[config.mk]
export PLATFORM = sky130hd
export DESIGN_NAME = iers_sequencer
export DESIGN_NICKNAME = d
export VERILOG_FILES = /design/src/rtl/iers_pkg.sv /design/src/rtl/iers_stack_if.sv /design/src/rtl/iers_stack_mem.sv /design/src/rtl/iers_sequencer.sv
export SDC_FILE = /design/constraint.sdc
export NUM_CORES = 2
export LEC_CHECK = 0
export ABC_AREA = 1
export BUFFER_PORTS_ARGS = -buffer_cell sky130_fd_sc_hd__buf_2
export CORE_MARGIN = 4
export CORE_UTILIZATION = 30
export CTS_CLUSTER_SIZE = 24
export DETAILED_ROUTE_END_ITERATION = 8
export GPL_TIMING_DRIVEN = 0
export PLACE_DENSITY = 0.5
export SETUP_SLACK_MARGIN = 0.15
export SYNTH_ARGS = -nofsm -noshare
export SYNTH_HDL_FRONTEND = slang
export SYNTH_SLANG_ARGS = --single-unit
export TNS_END_PERCENT = 100
[constraint.sdc]
create_clock -name ref_clk -period 27.5 [get_ports ref_clk]
set_input_delay 4.125 -clock ref_clk [delete_from_list [all_inputs] [get_ports ref_clk]]
set_output_delay 4.125 -clock ref_clk [all_outputs]
set_load 0.01 [all_outputs]
[src/rtl/iers_pkg.sv]
// Package of constants and types for the interrupt entry and return sequencer
package iers_pkg;

  // ********************************************************
  // Widths
  // ********************************************************
  localparam int NUM_SRC  = 8;
  localparam int PC_W     = 24;
  localparam int SP_W     = 16;
  localparam int SRC_W    = 3;

  // ********************************************************
  // Timing counts in clock cycles, and the number of program counter bytes stacked
  // ********************************************************
  localparam logic [3:0] ENTRY_CYCLES  = 4'h5;
  localparam logic [3:0] WAKE_EXTRA    = 4'h5;
  localparam logic [3:0] JUMP_CYCLES   = 4'h3;
  localparam logic [3:0] RETURN_CYCLES = 4'h5;
  localparam logic [SP_W-1:0] PC_BYTES = 16'h0003;

  // ********************************************************
  // Reset values and vector layout
  // ********************************************************
  localparam logic [SP_W-1:0] SP_RESET  = 16'hffff;
  localparam logic [PC_W-1:0] VEC_STEP  = 24'h000002;
  localparam logic [PC_W-1:0] VEC_FIRST = 24'h000002;

  // ********************************************************
  // Sequencer states
  // ********************************************************
  typedef enum logic [2:0] {
    ST_RUN    = 3'b000,
    ST_WAKE   = 3'b001,
    ST_ENTRY  = 3'b010,
    ST_JUMP   = 3'b011,
    ST_RETURN = 3'b100
  } iers_state_t;

endpackage

[src/rtl/iers_stack_if.sv]
// Interface carrying stack pushes and pops between the sequencer and its stack store
`timescale 1ns/100ps
`default_nettype none
interface iers_stack_if;
  logic                          push;
  logic                          pop;
  logic [iers_pkg::SP_W-1:0]     addr;
  logic [7:0]                    wrData;
  logic [7:0]                    rdData;
  modport seq (output push, output pop, output addr, output wrData, input rdData);
  modport mem (input push, input pop, input addr, input wrData, output rdData);
endinterface
`default_nettype wire

[src/rtl/iers_stack_mem.sv]
// Small byte-wide stack store with registered read data
`timescale 1ns/100ps
`default_nettype none
module iers_stack_mem (
  // Clock
  input wire logic    ref_clk,
  // Stack access
  iers_stack_if.mem   stk
);

  logic [7:0] store [0:255];
  logic [7:0] rdReg;

  // ********************************************************
  // Write on push, registered read on pop
  // ********************************************************
  always_ff @(posedge ref_clk) begin
    if (stk.push) begin
      store[stk.addr[7:0]] <= stk.wrData;
    end
    if (stk.pop) begin
      rdReg <= store[stk.addr[7:0]];
    end
  end

  assign stk.rdData = rdReg;

endmodule
`default_nettype wire

[src/rtl/iers_sequencer.sv]
// Interrupt entry and return sequencer for an 8-bit core
`timescale 1ns/100ps
`default_nettype none
module iers_sequencer (
  // Clock and reset
  input  wire logic                          ref_clk,
  input  wire logic                          rst_b,
  // Interrupt sources
  input  wire logic [iers_pkg::NUM_SRC-1:0]  srcRequest,
  input  wire logic [iers_pkg::NUM_SRC-1:0]  srcEnable,
  input  wire logic [iers_pkg::NUM_SRC-1:0]  srcIsFlag,
  output logic      [iers_pkg::NUM_SRC-1:0]  srcFlagClear,
  // Instruction sequencer
  input  wire logic                          instrBoundary,
  input  wire logic                          instrSetGie,
  input  wire logic                          instrClearGie,
  input  wire logic                          instrReturn,
  input  wire logic                          coreSleeping,
  input  wire logic [iers_pkg::PC_W-1:0]     curPc,
  output logic                               coreHold,
  output logic                               pcLoad,
  output logic      [iers_pkg::PC_W-1:0]     pcLoadValue,
  output logic                               wakeUp,
  // Status
  output logic                               globalEnable,
  output logic      [iers_pkg::SP_W-1:0]     stackPtr
);

  iers_stack_if stk ();

  iers_stack_mem u_stack (
    .ref_clk (ref_clk),
    .stk     (stk)
  );

  // ********************************************************
  // State
  // ********************************************************
  iers_pkg::iers_state_t            state_reg, state_next;
  logic [3:0]                       cnt_reg, cnt_next;
  logic                             gie_reg, gie_next;
  logic                             shield_reg, shield_next;
  logic [iers_pkg::SP_W-1:0]        sp_reg, sp_next;
  logic [iers_pkg::PC_W-1:0]        pcHold_reg, pcHold_next;
  logic [iers_pkg::SRC_W-1:0]       src_reg, src_next;
  logic [iers_pkg::NUM_SRC-1:0]     fclr_reg, fclr_next;
  logic                             hold_reg, hold_next;
  logic                             load_reg, load_next;
  logic [iers_pkg::PC_W-1:0]        loadVal_reg, loadVal_next;
  logic                             wake_reg, wake_next;
  logic [iers_pkg::NUM_SRC-1:0]     reqSync1_reg, reqSync2_reg;

  // Lowest-numbered eligible source
  function automatic logic [iers_pkg::SRC_W-1:0] pickSrc(
    input logic [iers_pkg::NUM_SRC-1:0] live
  );
    logic [iers_pkg::SRC_W-1:0] sel;
    sel = '0;
    for (int i = iers_pkg::NUM_SRC - 1; i >= 0; i--) begin
      if (live[i]) begin
        sel = iers_pkg::SRC_W'(i);
      end
    end
    return sel;
  endfunction

  logic [iers_pkg::NUM_SRC-1:0] live;
  logic                         take;
  logic [iers_pkg::PC_W-1:0]    vecAddr;

  // ********************************************************
  // Next-state logic
  // ********************************************************
  always_comb begin
    live         = reqSync2_reg & srcEnable;
    take = gie_reg && (live != '0) && instrBoundary && !shield_reg;
    vecAddr      = iers_pkg::VEC_FIRST
                   + iers_pkg::VEC_STEP * iers_pkg::PC_W'(src_reg);
    state_next   = state_reg;
    cnt_next     = cnt_reg;
    gie_next     = gie_reg;
    shield_next  = shield_reg;
    sp_next      = sp_reg;
    pcHold_next  = pcHold_reg;
    src_next     = src_reg;
    fclr_next    = '0;
    hold_next    = 1'b0;
    load_next    = 1'b0;
    loadVal_next = loadVal_reg;
    wake_next    = 1'b0;
    stk.push     = 1'b0;
    stk.pop      = 1'b0;
    stk.addr     = sp_reg;
    stk.wrData   = 8'h00;
    case (state_reg)
      iers_pkg::ST_RUN: begin
        // One instruction runs after a return or an enable before the shield drops
        if (instrBoundary) begin
          shield_next = 1'b0;
        end
        if (instrClearGie) begin
          gie_next = 1'b0;
        end else if (instrSetGie && !gie_reg) begin
          gie_next    = 1'b1;
          shield_next = 1'b1;
        end
        if (coreSleeping && gie_reg && (live != '0)) begin
          state_next = iers_pkg::ST_WAKE;
          cnt_next   = iers_pkg::WAKE_EXTRA - 4'h1;
          src_next   = pickSrc(live);
          pcHold_next = curPc;
          gie_next   = 1'b0;
          hold_next  = 1'b1;
          wake_next  = 1'b1;
        end else if (take) begin
          state_next  = iers_pkg::ST_ENTRY;
          cnt_next    = iers_pkg::ENTRY_CYCLES - 4'h1;
          src_next    = pickSrc(live);
          pcHold_next = curPc;
          gie_next    = 1'b0;
          hold_next   = 1'b1;
        end else if (instrReturn && instrBoundary) begin
          state_next = iers_pkg::ST_RETURN;
          cnt_next   = iers_pkg::RETURN_CYCLES - 4'h1;
          hold_next  = 1'b1;
        end
      end
      iers_pkg::ST_WAKE: begin
        hold_next = 1'b1;
        if (cnt_reg == 4'h0) begin
          state_next = iers_pkg::ST_ENTRY;
          cnt_next   = iers_pkg::ENTRY_CYCLES - 4'h1;
        end else begin
          cnt_next = cnt_reg - 4'h1;
        end
      end
      iers_pkg::ST_ENTRY: begin
        hold_next = 1'b1;
        // Three program counter bytes pushed, low byte first, stack grows down
        if (cnt_reg >= 4'h2) begin
          stk.push   = 1'b1;
          stk.wrData = pcHold_reg[8*(4-cnt_reg)+:8];
          sp_next    = sp_reg - 16'h0001;
        end
        if (cnt_reg == 4'h1) begin
          fclr_next[src_reg] = srcIsFlag[src_reg];
        end
        if (cnt_reg == 4'h0) begin
          state_next   = iers_pkg::ST_JUMP;
          cnt_next     = iers_pkg::JUMP_CYCLES - 4'h1;
          load_next    = 1'b1;
          loadVal_next = vecAddr;
        end else begin
          cnt_next = cnt_reg - 4'h1;
        end
      end
      iers_pkg::ST_JUMP: begin
        // Vector jump occupies the core; the sequencer just waits it out
        if (cnt_reg == 4'h0) begin
          state_next = iers_pkg::ST_RUN;
        end else begin
          hold_next = 1'b1;
          cnt_next  = cnt_reg - 4'h1;
        end
      end
      iers_pkg::ST_RETURN: begin
        hold_next = 1'b1;
        // Pop high byte first, three reads, registered data lands next cycle
        if (cnt_reg >= 4'h2) begin
          stk.pop  = 1'b1;
          stk.addr = sp_reg + 16'h0001 + 16'(4'h4 - cnt_reg);
        end
        if (cnt_reg <= 4'h3 && cnt_reg >= 4'h1) begin
          loadVal_next[8*(cnt_reg-4'h1)+:8] = stk.rdData;
        end
        if (cnt_reg == 4'h0) begin
          state_next  = iers_pkg::ST_RUN;
          sp_next     = sp_reg + iers_pkg::PC_BYTES;
          gie_next    = 1'b1;
          shield_next = 1'b1;
          load_next   = 1'b1;
          hold_next   = 1'b0;
        end else begin
          cnt_next = cnt_reg - 4'h1;
        end
      end
      default: begin
        state_next = iers_pkg::ST_RUN;
      end
    endcase
  end

  // ********************************************************
  // Registers
  // ********************************************************
  always_ff @(posedge ref_clk or negedge rst_b) begin
    if (!rst_b) begin
      state_reg    <= iers_pkg::ST_RUN;
      cnt_reg      <= 4'h0;
      gie_reg      <= 1'b0;
      shield_reg   <= 1'b0;
      sp_reg       <= iers_pkg::SP_RESET;
      pcHold_reg   <= '0;
      src_reg      <= '0;
      fclr_reg     <= '0;
      hold_reg     <= 1'b0;
      load_reg     <= 1'b0;
      loadVal_reg  <= '0;
      wake_reg     <= 1'b0;
      reqSync1_reg <= '0;
      reqSync2_reg <= '0;
    end else begin
      state_reg    <= state_next;
      cnt_reg      <= cnt_next;
      gie_reg      <= gie_next;
      shield_reg   <= shield_next;
      sp_reg       <= sp_next;
      pcHold_reg   <= pcHold_next;
      src_reg      <= src_next;
      fclr_reg     <= fclr_next;
      hold_reg     <= hold_next;
      load_reg     <= load_next;
      loadVal_reg  <= loadVal_next;
      wake_reg     <= wake_next;
      reqSync1_reg <= srcRequest;   // Requests come from pins and peripherals
      reqSync2_reg <= reqSync1_reg;
    end
  end

  // ********************************************************
  // Outputs
  // ********************************************************
  assign srcFlagClear = fclr_reg;
  assign coreHold     = hold_reg;
  assign pcLoad       = load_reg;
  assign pcLoadValue  = loadVal_reg;
  assign wakeUp       = wake_reg;
  assign globalEnable = gie_reg;
  assign stackPtr     = sp_reg;

endmodule
`default_nettype wire

**After elaboration in Yosys (flattened, before gate mapping)**

Memory sizes are Yosys's and may differ from the RTL's. A register that Yosys moved wholly into a read port is not among the register bits.
Cells that the tools add are included.

- Bits in registers: 103
- Bits in writable memories: 2048
- Input bits: 55
- Output and inout bits: 52
- Memories kept: 1

- $add $sub $neg: 10
- Order comparisons: 5
- Equality and inequality tests: 14
- Shift-type cells: 3
- Multiplexer cells: 67
- Bitwise gates (word level): 2
- Reduce and logical (&&, ||, !) cells: 28

Memory list:

| name | depth | bits a word | rd ports | clocked after Yosys merged registers in | write ports | line | text |
|---|---|---|---|---|---|---|---|
| u_stack.store | 256 | 8 | 1 | 1 | 1 | iers_stack_mem.sv:11 | `logic [7:0] store [0:255];` |

Operators by type and width:

| kind | count |
|---|---|
| $mux 24 | 4 |
| $mux 3 | 16 |
| $mux 8 | 6 |
| $pmux 24 s2 | 1 |
| $neg 32->34 | 1 |
| $shift 8x34->24 const A | 1 |
| $shiftx 8x34->24 | 1 |
| $shiftx 24x33->8 | 1 |
| $mux 16 | 2 |
| $pmux 16 s2 | 1 |
| $bwmux 24 | 1 |
| $mux 4 | 6 |
| $mux 1 | 23 |
| $add 16x2->16 const B | 1 |
| $and 8x8->8 | 2 |
| $pmux 4 s4 | 1 |
| $sub 16x1->16 const B | 1 |
| $ne 2x2->1 const B | 6 |
| $pmux 3 s4 | 1 |
| $reduce_and 3->1 | 4 |
| $sub 3x4->5 const A | 2 |
| $logic_and 1x1->1 | 9 |
| $add 8x1->8 const B | 1 |
| $add 8x8->8 | 1 |
| other kinds (28) | 36 |

**Depth between registers and ports, before layout**

- Word-level depth: 11
- Mapped depth: 24

**Modules after synthesis**

Synthesis repeated with hierarchy kept, for this count alone.

- Cell total of the unflattened synthesis: 8976
- Area total of the unflattened synthesis: 91659.2 um2

By module, submodules not included:

| module | instances | cells each | area each (um2) | sequential area each (um2) |
|---|---|---|---|---|
| iers_stack_mem | 1 | 8021 | 84936.5 | 61739.2 |
| iers_sequencer | 1 | 955 | 6722.7 | 2597.5 |

**Least setup slack after synthesis**

No wires, ideal clock.

- Kind: register to register
- From: register cnt_reg[0]
- To: memory u_stack.store[0][0], data pin
- Setup time: 1.574 ns
- Arrival: 8.393 ns
- Setup slack: 17.533 ns
- Cell stages (with the launch flop): 10
- Path buffers: 1
- Period minus slack after synthesis: 9.967 ns
- Path through: dfrtp_1 -> inv_2 -> clkbuf_1 -> ha_1 -> nor2_1 -> nand2_2 -> inv_1 -> nor2_1 -> nand3_1 -> a21oi_1

- Word-level cells in the longest chain between the ends: 4
- Elaborated cells between the ends (all ways): 5

Ends and longest elaborated chain:

| item | line | text |
|---|---|---|
| from (decl) | iers_sequencer.sv:40 | `logic [3:0] cnt_reg, cnt_next;` |
| from (signal assigned) | iers_sequencer.sv:214 | `cnt_reg <= cnt_next;` |
| $sub 3x4->5 | iers_sequencer.sv:142 | `stk.wrData = pcHold_reg[8*(4-cnt_reg)+:8];` |
| $shiftx 24x33->8 | iers_sequencer.sv:142 |  |
| $mux 8 * | iers_sequencer.sv:140 | `if (cnt_reg >= 4'h2) begin` |
| $mux 8 * | iers_sequencer.sv:95 | `case (state_reg)` |
| via stk.wrData[0] | iers_stack_if.sv:8 | `logic [7:0] wrData;` |
| to (decl) | iers_stack_mem.sv:11 |  |

The timed path passes the listed nets; every way through them passes the cells marked *.

**Worst setup path in the final report**

- From: register cnt_reg[0]
- To: memory u_stack.store[60][2], enable pin

- Word-level cells in the longest chain between the ends: 5
- Elaborated cells between the ends (all ways): 9

Ends and longest elaborated chain:

| item |
|---|
| branches (longest 5 deep; another with $add 8x8->8) |

Several ways; the timed one is not identified.

==> results.ini <==
[placement]
place_congestion = 0.951
dpl_worst_slack_ns = 19.79
numPortBuffers = 106
hpwl_mm = 282
place_area_sq_um = 100000

[cells_and_area]
layout-drive-gt1-share = 0.0892
fin_area_sq_um = 108000
area_delta_synth_final_pct = 16.8
largest_reg_flops = 2048
fin_util = 0.352
nets = 9681

[die]
io_pins = 107
initial_core_util = 0.302
die_w_um = 563
fp.dieArea_sq_um = 317000
rows = 203
fp.coreArea_sq_um = 306000
die_y_um = 563

[worst_setup_path]
cp.required_ns = 28.02
critPathMaxStageDelay_ns = 1.28
critical_path_class = flop to flop
crit_chain = inv_2, clkbuf_1, ha_1, xnor2_1, inv_1, ha_1, a21oi_2, nand2_1, nand2_1, nand3_2, a21oi_1, buf_2, buf_2, nand2_1, buf_2, nor2_1
worst_r2r_endpoint = u_stack.store[60][2]$_DFFE_PP_
startpoint_type = flop
cp_top_family = buffers and inverters
end_kind = flop
cp.arrival_ns = 8.53
rrSetupSlack_ns = 19.49
crit_buf_inv = 6
timing.rr.start = cnt_reg[0]$_DFFE_PN0P_
rr_worst_depth = 16
crit_slowest_cell = a21oi_1
crit_fanout = 12

[yosys]
synth_ff_type = edfxtp_1
avgSynthCellArea_sq_um = 10.1
synth_edf_count = 2056
synth_top_family_by_area = simple AND/OR/NAND/NOR gates
synth_cells = 9143
synth_fa_ha_area_frac = 0.00469
synth-seq-cells = 2159
synth-xor-area-share = 0.00179
synthMuxAreaShare = 0
synth_compound_gate_area_share = 0.0149
synthTopCellsByArea = edfxtp_1, nand2_1, dfrtp_1
synthSimpleGateAreaFrac = 0.255
ys_types = 47
synth_common_cells = nand2_1, edfxtp_1, nor2_1
post-synth-top-count-cell = nand2_1
async_flop_share = 0.0477
syn-num-nets = 9232
synth.cell_area_sq_um = 92300
synth.top_cell.area_share = 0.669
yosys.area.top_type = edfxtp_1
yosys_warnings = 0
yosysSeqAreaShare = 0.697

[timing]
layout_setup_ws_ns = 19.49
fmax_mhz = 125
period_share = 0.291
max_slew_margin = -0.0837
finalHoldViolations = 0
fin_crit_ns = 8.01
setup_viol = 0
rsz0062_at_grt = false
tightest_slew_ns = 1.63
clock_skew_ns = 0.0465
finalMaxSlewViolations = 110
fin_setup_tns_ns = 0

[min_path]
hold_depth = 0
whs_endpoint = reqSync2_reg[5]$_DFF_PN0_
min_path_type = flop to flop
hold_start = reqSync1_reg[5]$_DFF_PN0_

[cts]
cts-root-buf = clkbuf_16
clk_pin_slew_ns = 0.06
cts_tree = built
cts_max_level = 4
clock_latency_ns = 0.91
clockBufferDepth = 4
clock-sinks = 2159
post-cts-setup-buffers = 0
hold_buffers = 0
numCtsBuffers = 238
ctsResizeCount = 0

[route]
drc = 0
routed_wl_mm = 397
drt_pass1_iterations = 8
ant_nets = 0
post_drt_wl_per_cell_um = 28.6
drt_iter0_drc = 9886
via_per_inst = 5.11
vias = 70900

[power_and_ir_drop]
internal_power_mw = 6.63
power_density_nw_per_um2 = 124
total_switching_power_mw = 6.71
power.total_mw = 13.3
clockPowerShare = 0.234
pwr-share-comb = 0.479
irDropWorstVdd_v = 0.000178
p_leak_nw = 46.7
sequentialPowerShare = 0.287
sw_frac_of_total = 0.503

[global_routing]
antenna_found_initial = 36
first_global_vias = 65600
grt_max_degree = 71
grt_overflow = 0
grtUsageTotal = 0.242
grt_pass1_wl_mm = 535

[job]
maxCapViolCount = 11

[run_status]
violations = capacitance limit, slew limit
status = complete, but fails checks

-- worst max-delay path by stage --
stage,from,endpoint,slack (ns),cells after the start
floorplan,cnt_reg[0]$_DFFE_PN0P_,u_stack.store[0][0]$_DFFE_PP_,17.53,9
global placement,cnt_reg[0]$_DFFE_PN0P_,u_stack.store[50][6]$_DFFE_PP_,3.46,9
detailed placement,cnt_reg[0]$_DFFE_PN0P_,u_stack.store[60][0]$_DFFE_PP_,19.79,16
CTS,cnt_reg[0]$_DFFE_PN0P_,u_stack.store[60][2]$_DFFE_PP_,19.74,16
global route,cnt_reg[0]$_DFFE_PN0P_,u_stack.store[29][3]$_DFFE_PP_,19.59,19
finish,cnt_reg[0]$_DFFE_PN0P_,u_stack.store[60][2]$_DFFE_PP_,19.49,16
-- kinds of logic (layout without fill, tap and decap cells) --
kind of cell | count (synthesis) | in the layout
AND/OR/NAND/NOR | 6108 | 6108
flip-flops | 2159 | 2159
buffers and inverters | 566 | 1206
AO/OA/AOI/OAI | 258 | 258
adder cells (fa/ha/maj) | 34 | 34
XOR/XNOR | 18 | 18
other | 0 | 12
-- cells in the final DEF (no fill, tap or decap), types with 48 or more instances in the layout --
cell	count
buf_1	48
buf_2	318
clkbuf_1	235
clkbuf_16	240
clkinv_1	63
dfrtp_1	87
edfxtp_1	2056
inv_1	78
nand2_1	5300
nand3_1	352
nor2_1	358
o21ai_0	97
o21ai_1	93
-- metrics by stage --
step	hold WS [ns]	std cells
2_1_floorplan	0.331	9143
3_3_place_gp	0.332	13300
3_5_place_dp	0.336	13500
4_1_cts	0.352	13900
5_1_grt	0.359	13900
6_report	0.348	13900
-- area by class of cell --
type                            count  area [sq um]
Fill cell                       30800        198000
Clock buffer                      289          6220
Sequential cell                  2159         64300
Clock inverter                    142          1160
Tap cell                         4100          5130
Inverter                           84           315
Buffer                            482          2170
Antenna cell                       12          30.0
Timing Repair Buffer              209          2720
Multi-Input combinational cell   6418         25700
-- power by group through the flow --
| stage | sequential (mW) | clock (mW) | combinational [mW] |
|---|---|---|---|
| global route | 3.83 | 3.27 | 6.49 |
| detailed placement | 3.90 | 0 | 6.12 |
| global placement | 4.08 | 0 | 5.96 |
| floorplan | 3.96 | 0 | 2.76 |
| CTS | 3.83 | 3.14 | 6.13 |
| finish | 3.83 | 3.12 | 6.38 |
-- layer usage --
metal	vias to the layer above	global-route usage	part of all wire
li1	31000	-	-
met1	34600	0.322	0.40
met2	4386	0.369	0.44
met3	922	0.0613	0.11
met4	28	0.118	0.056
met5	-	0.000904	0.00054
No activity file was read; power rests on OpenSTA's default activity.
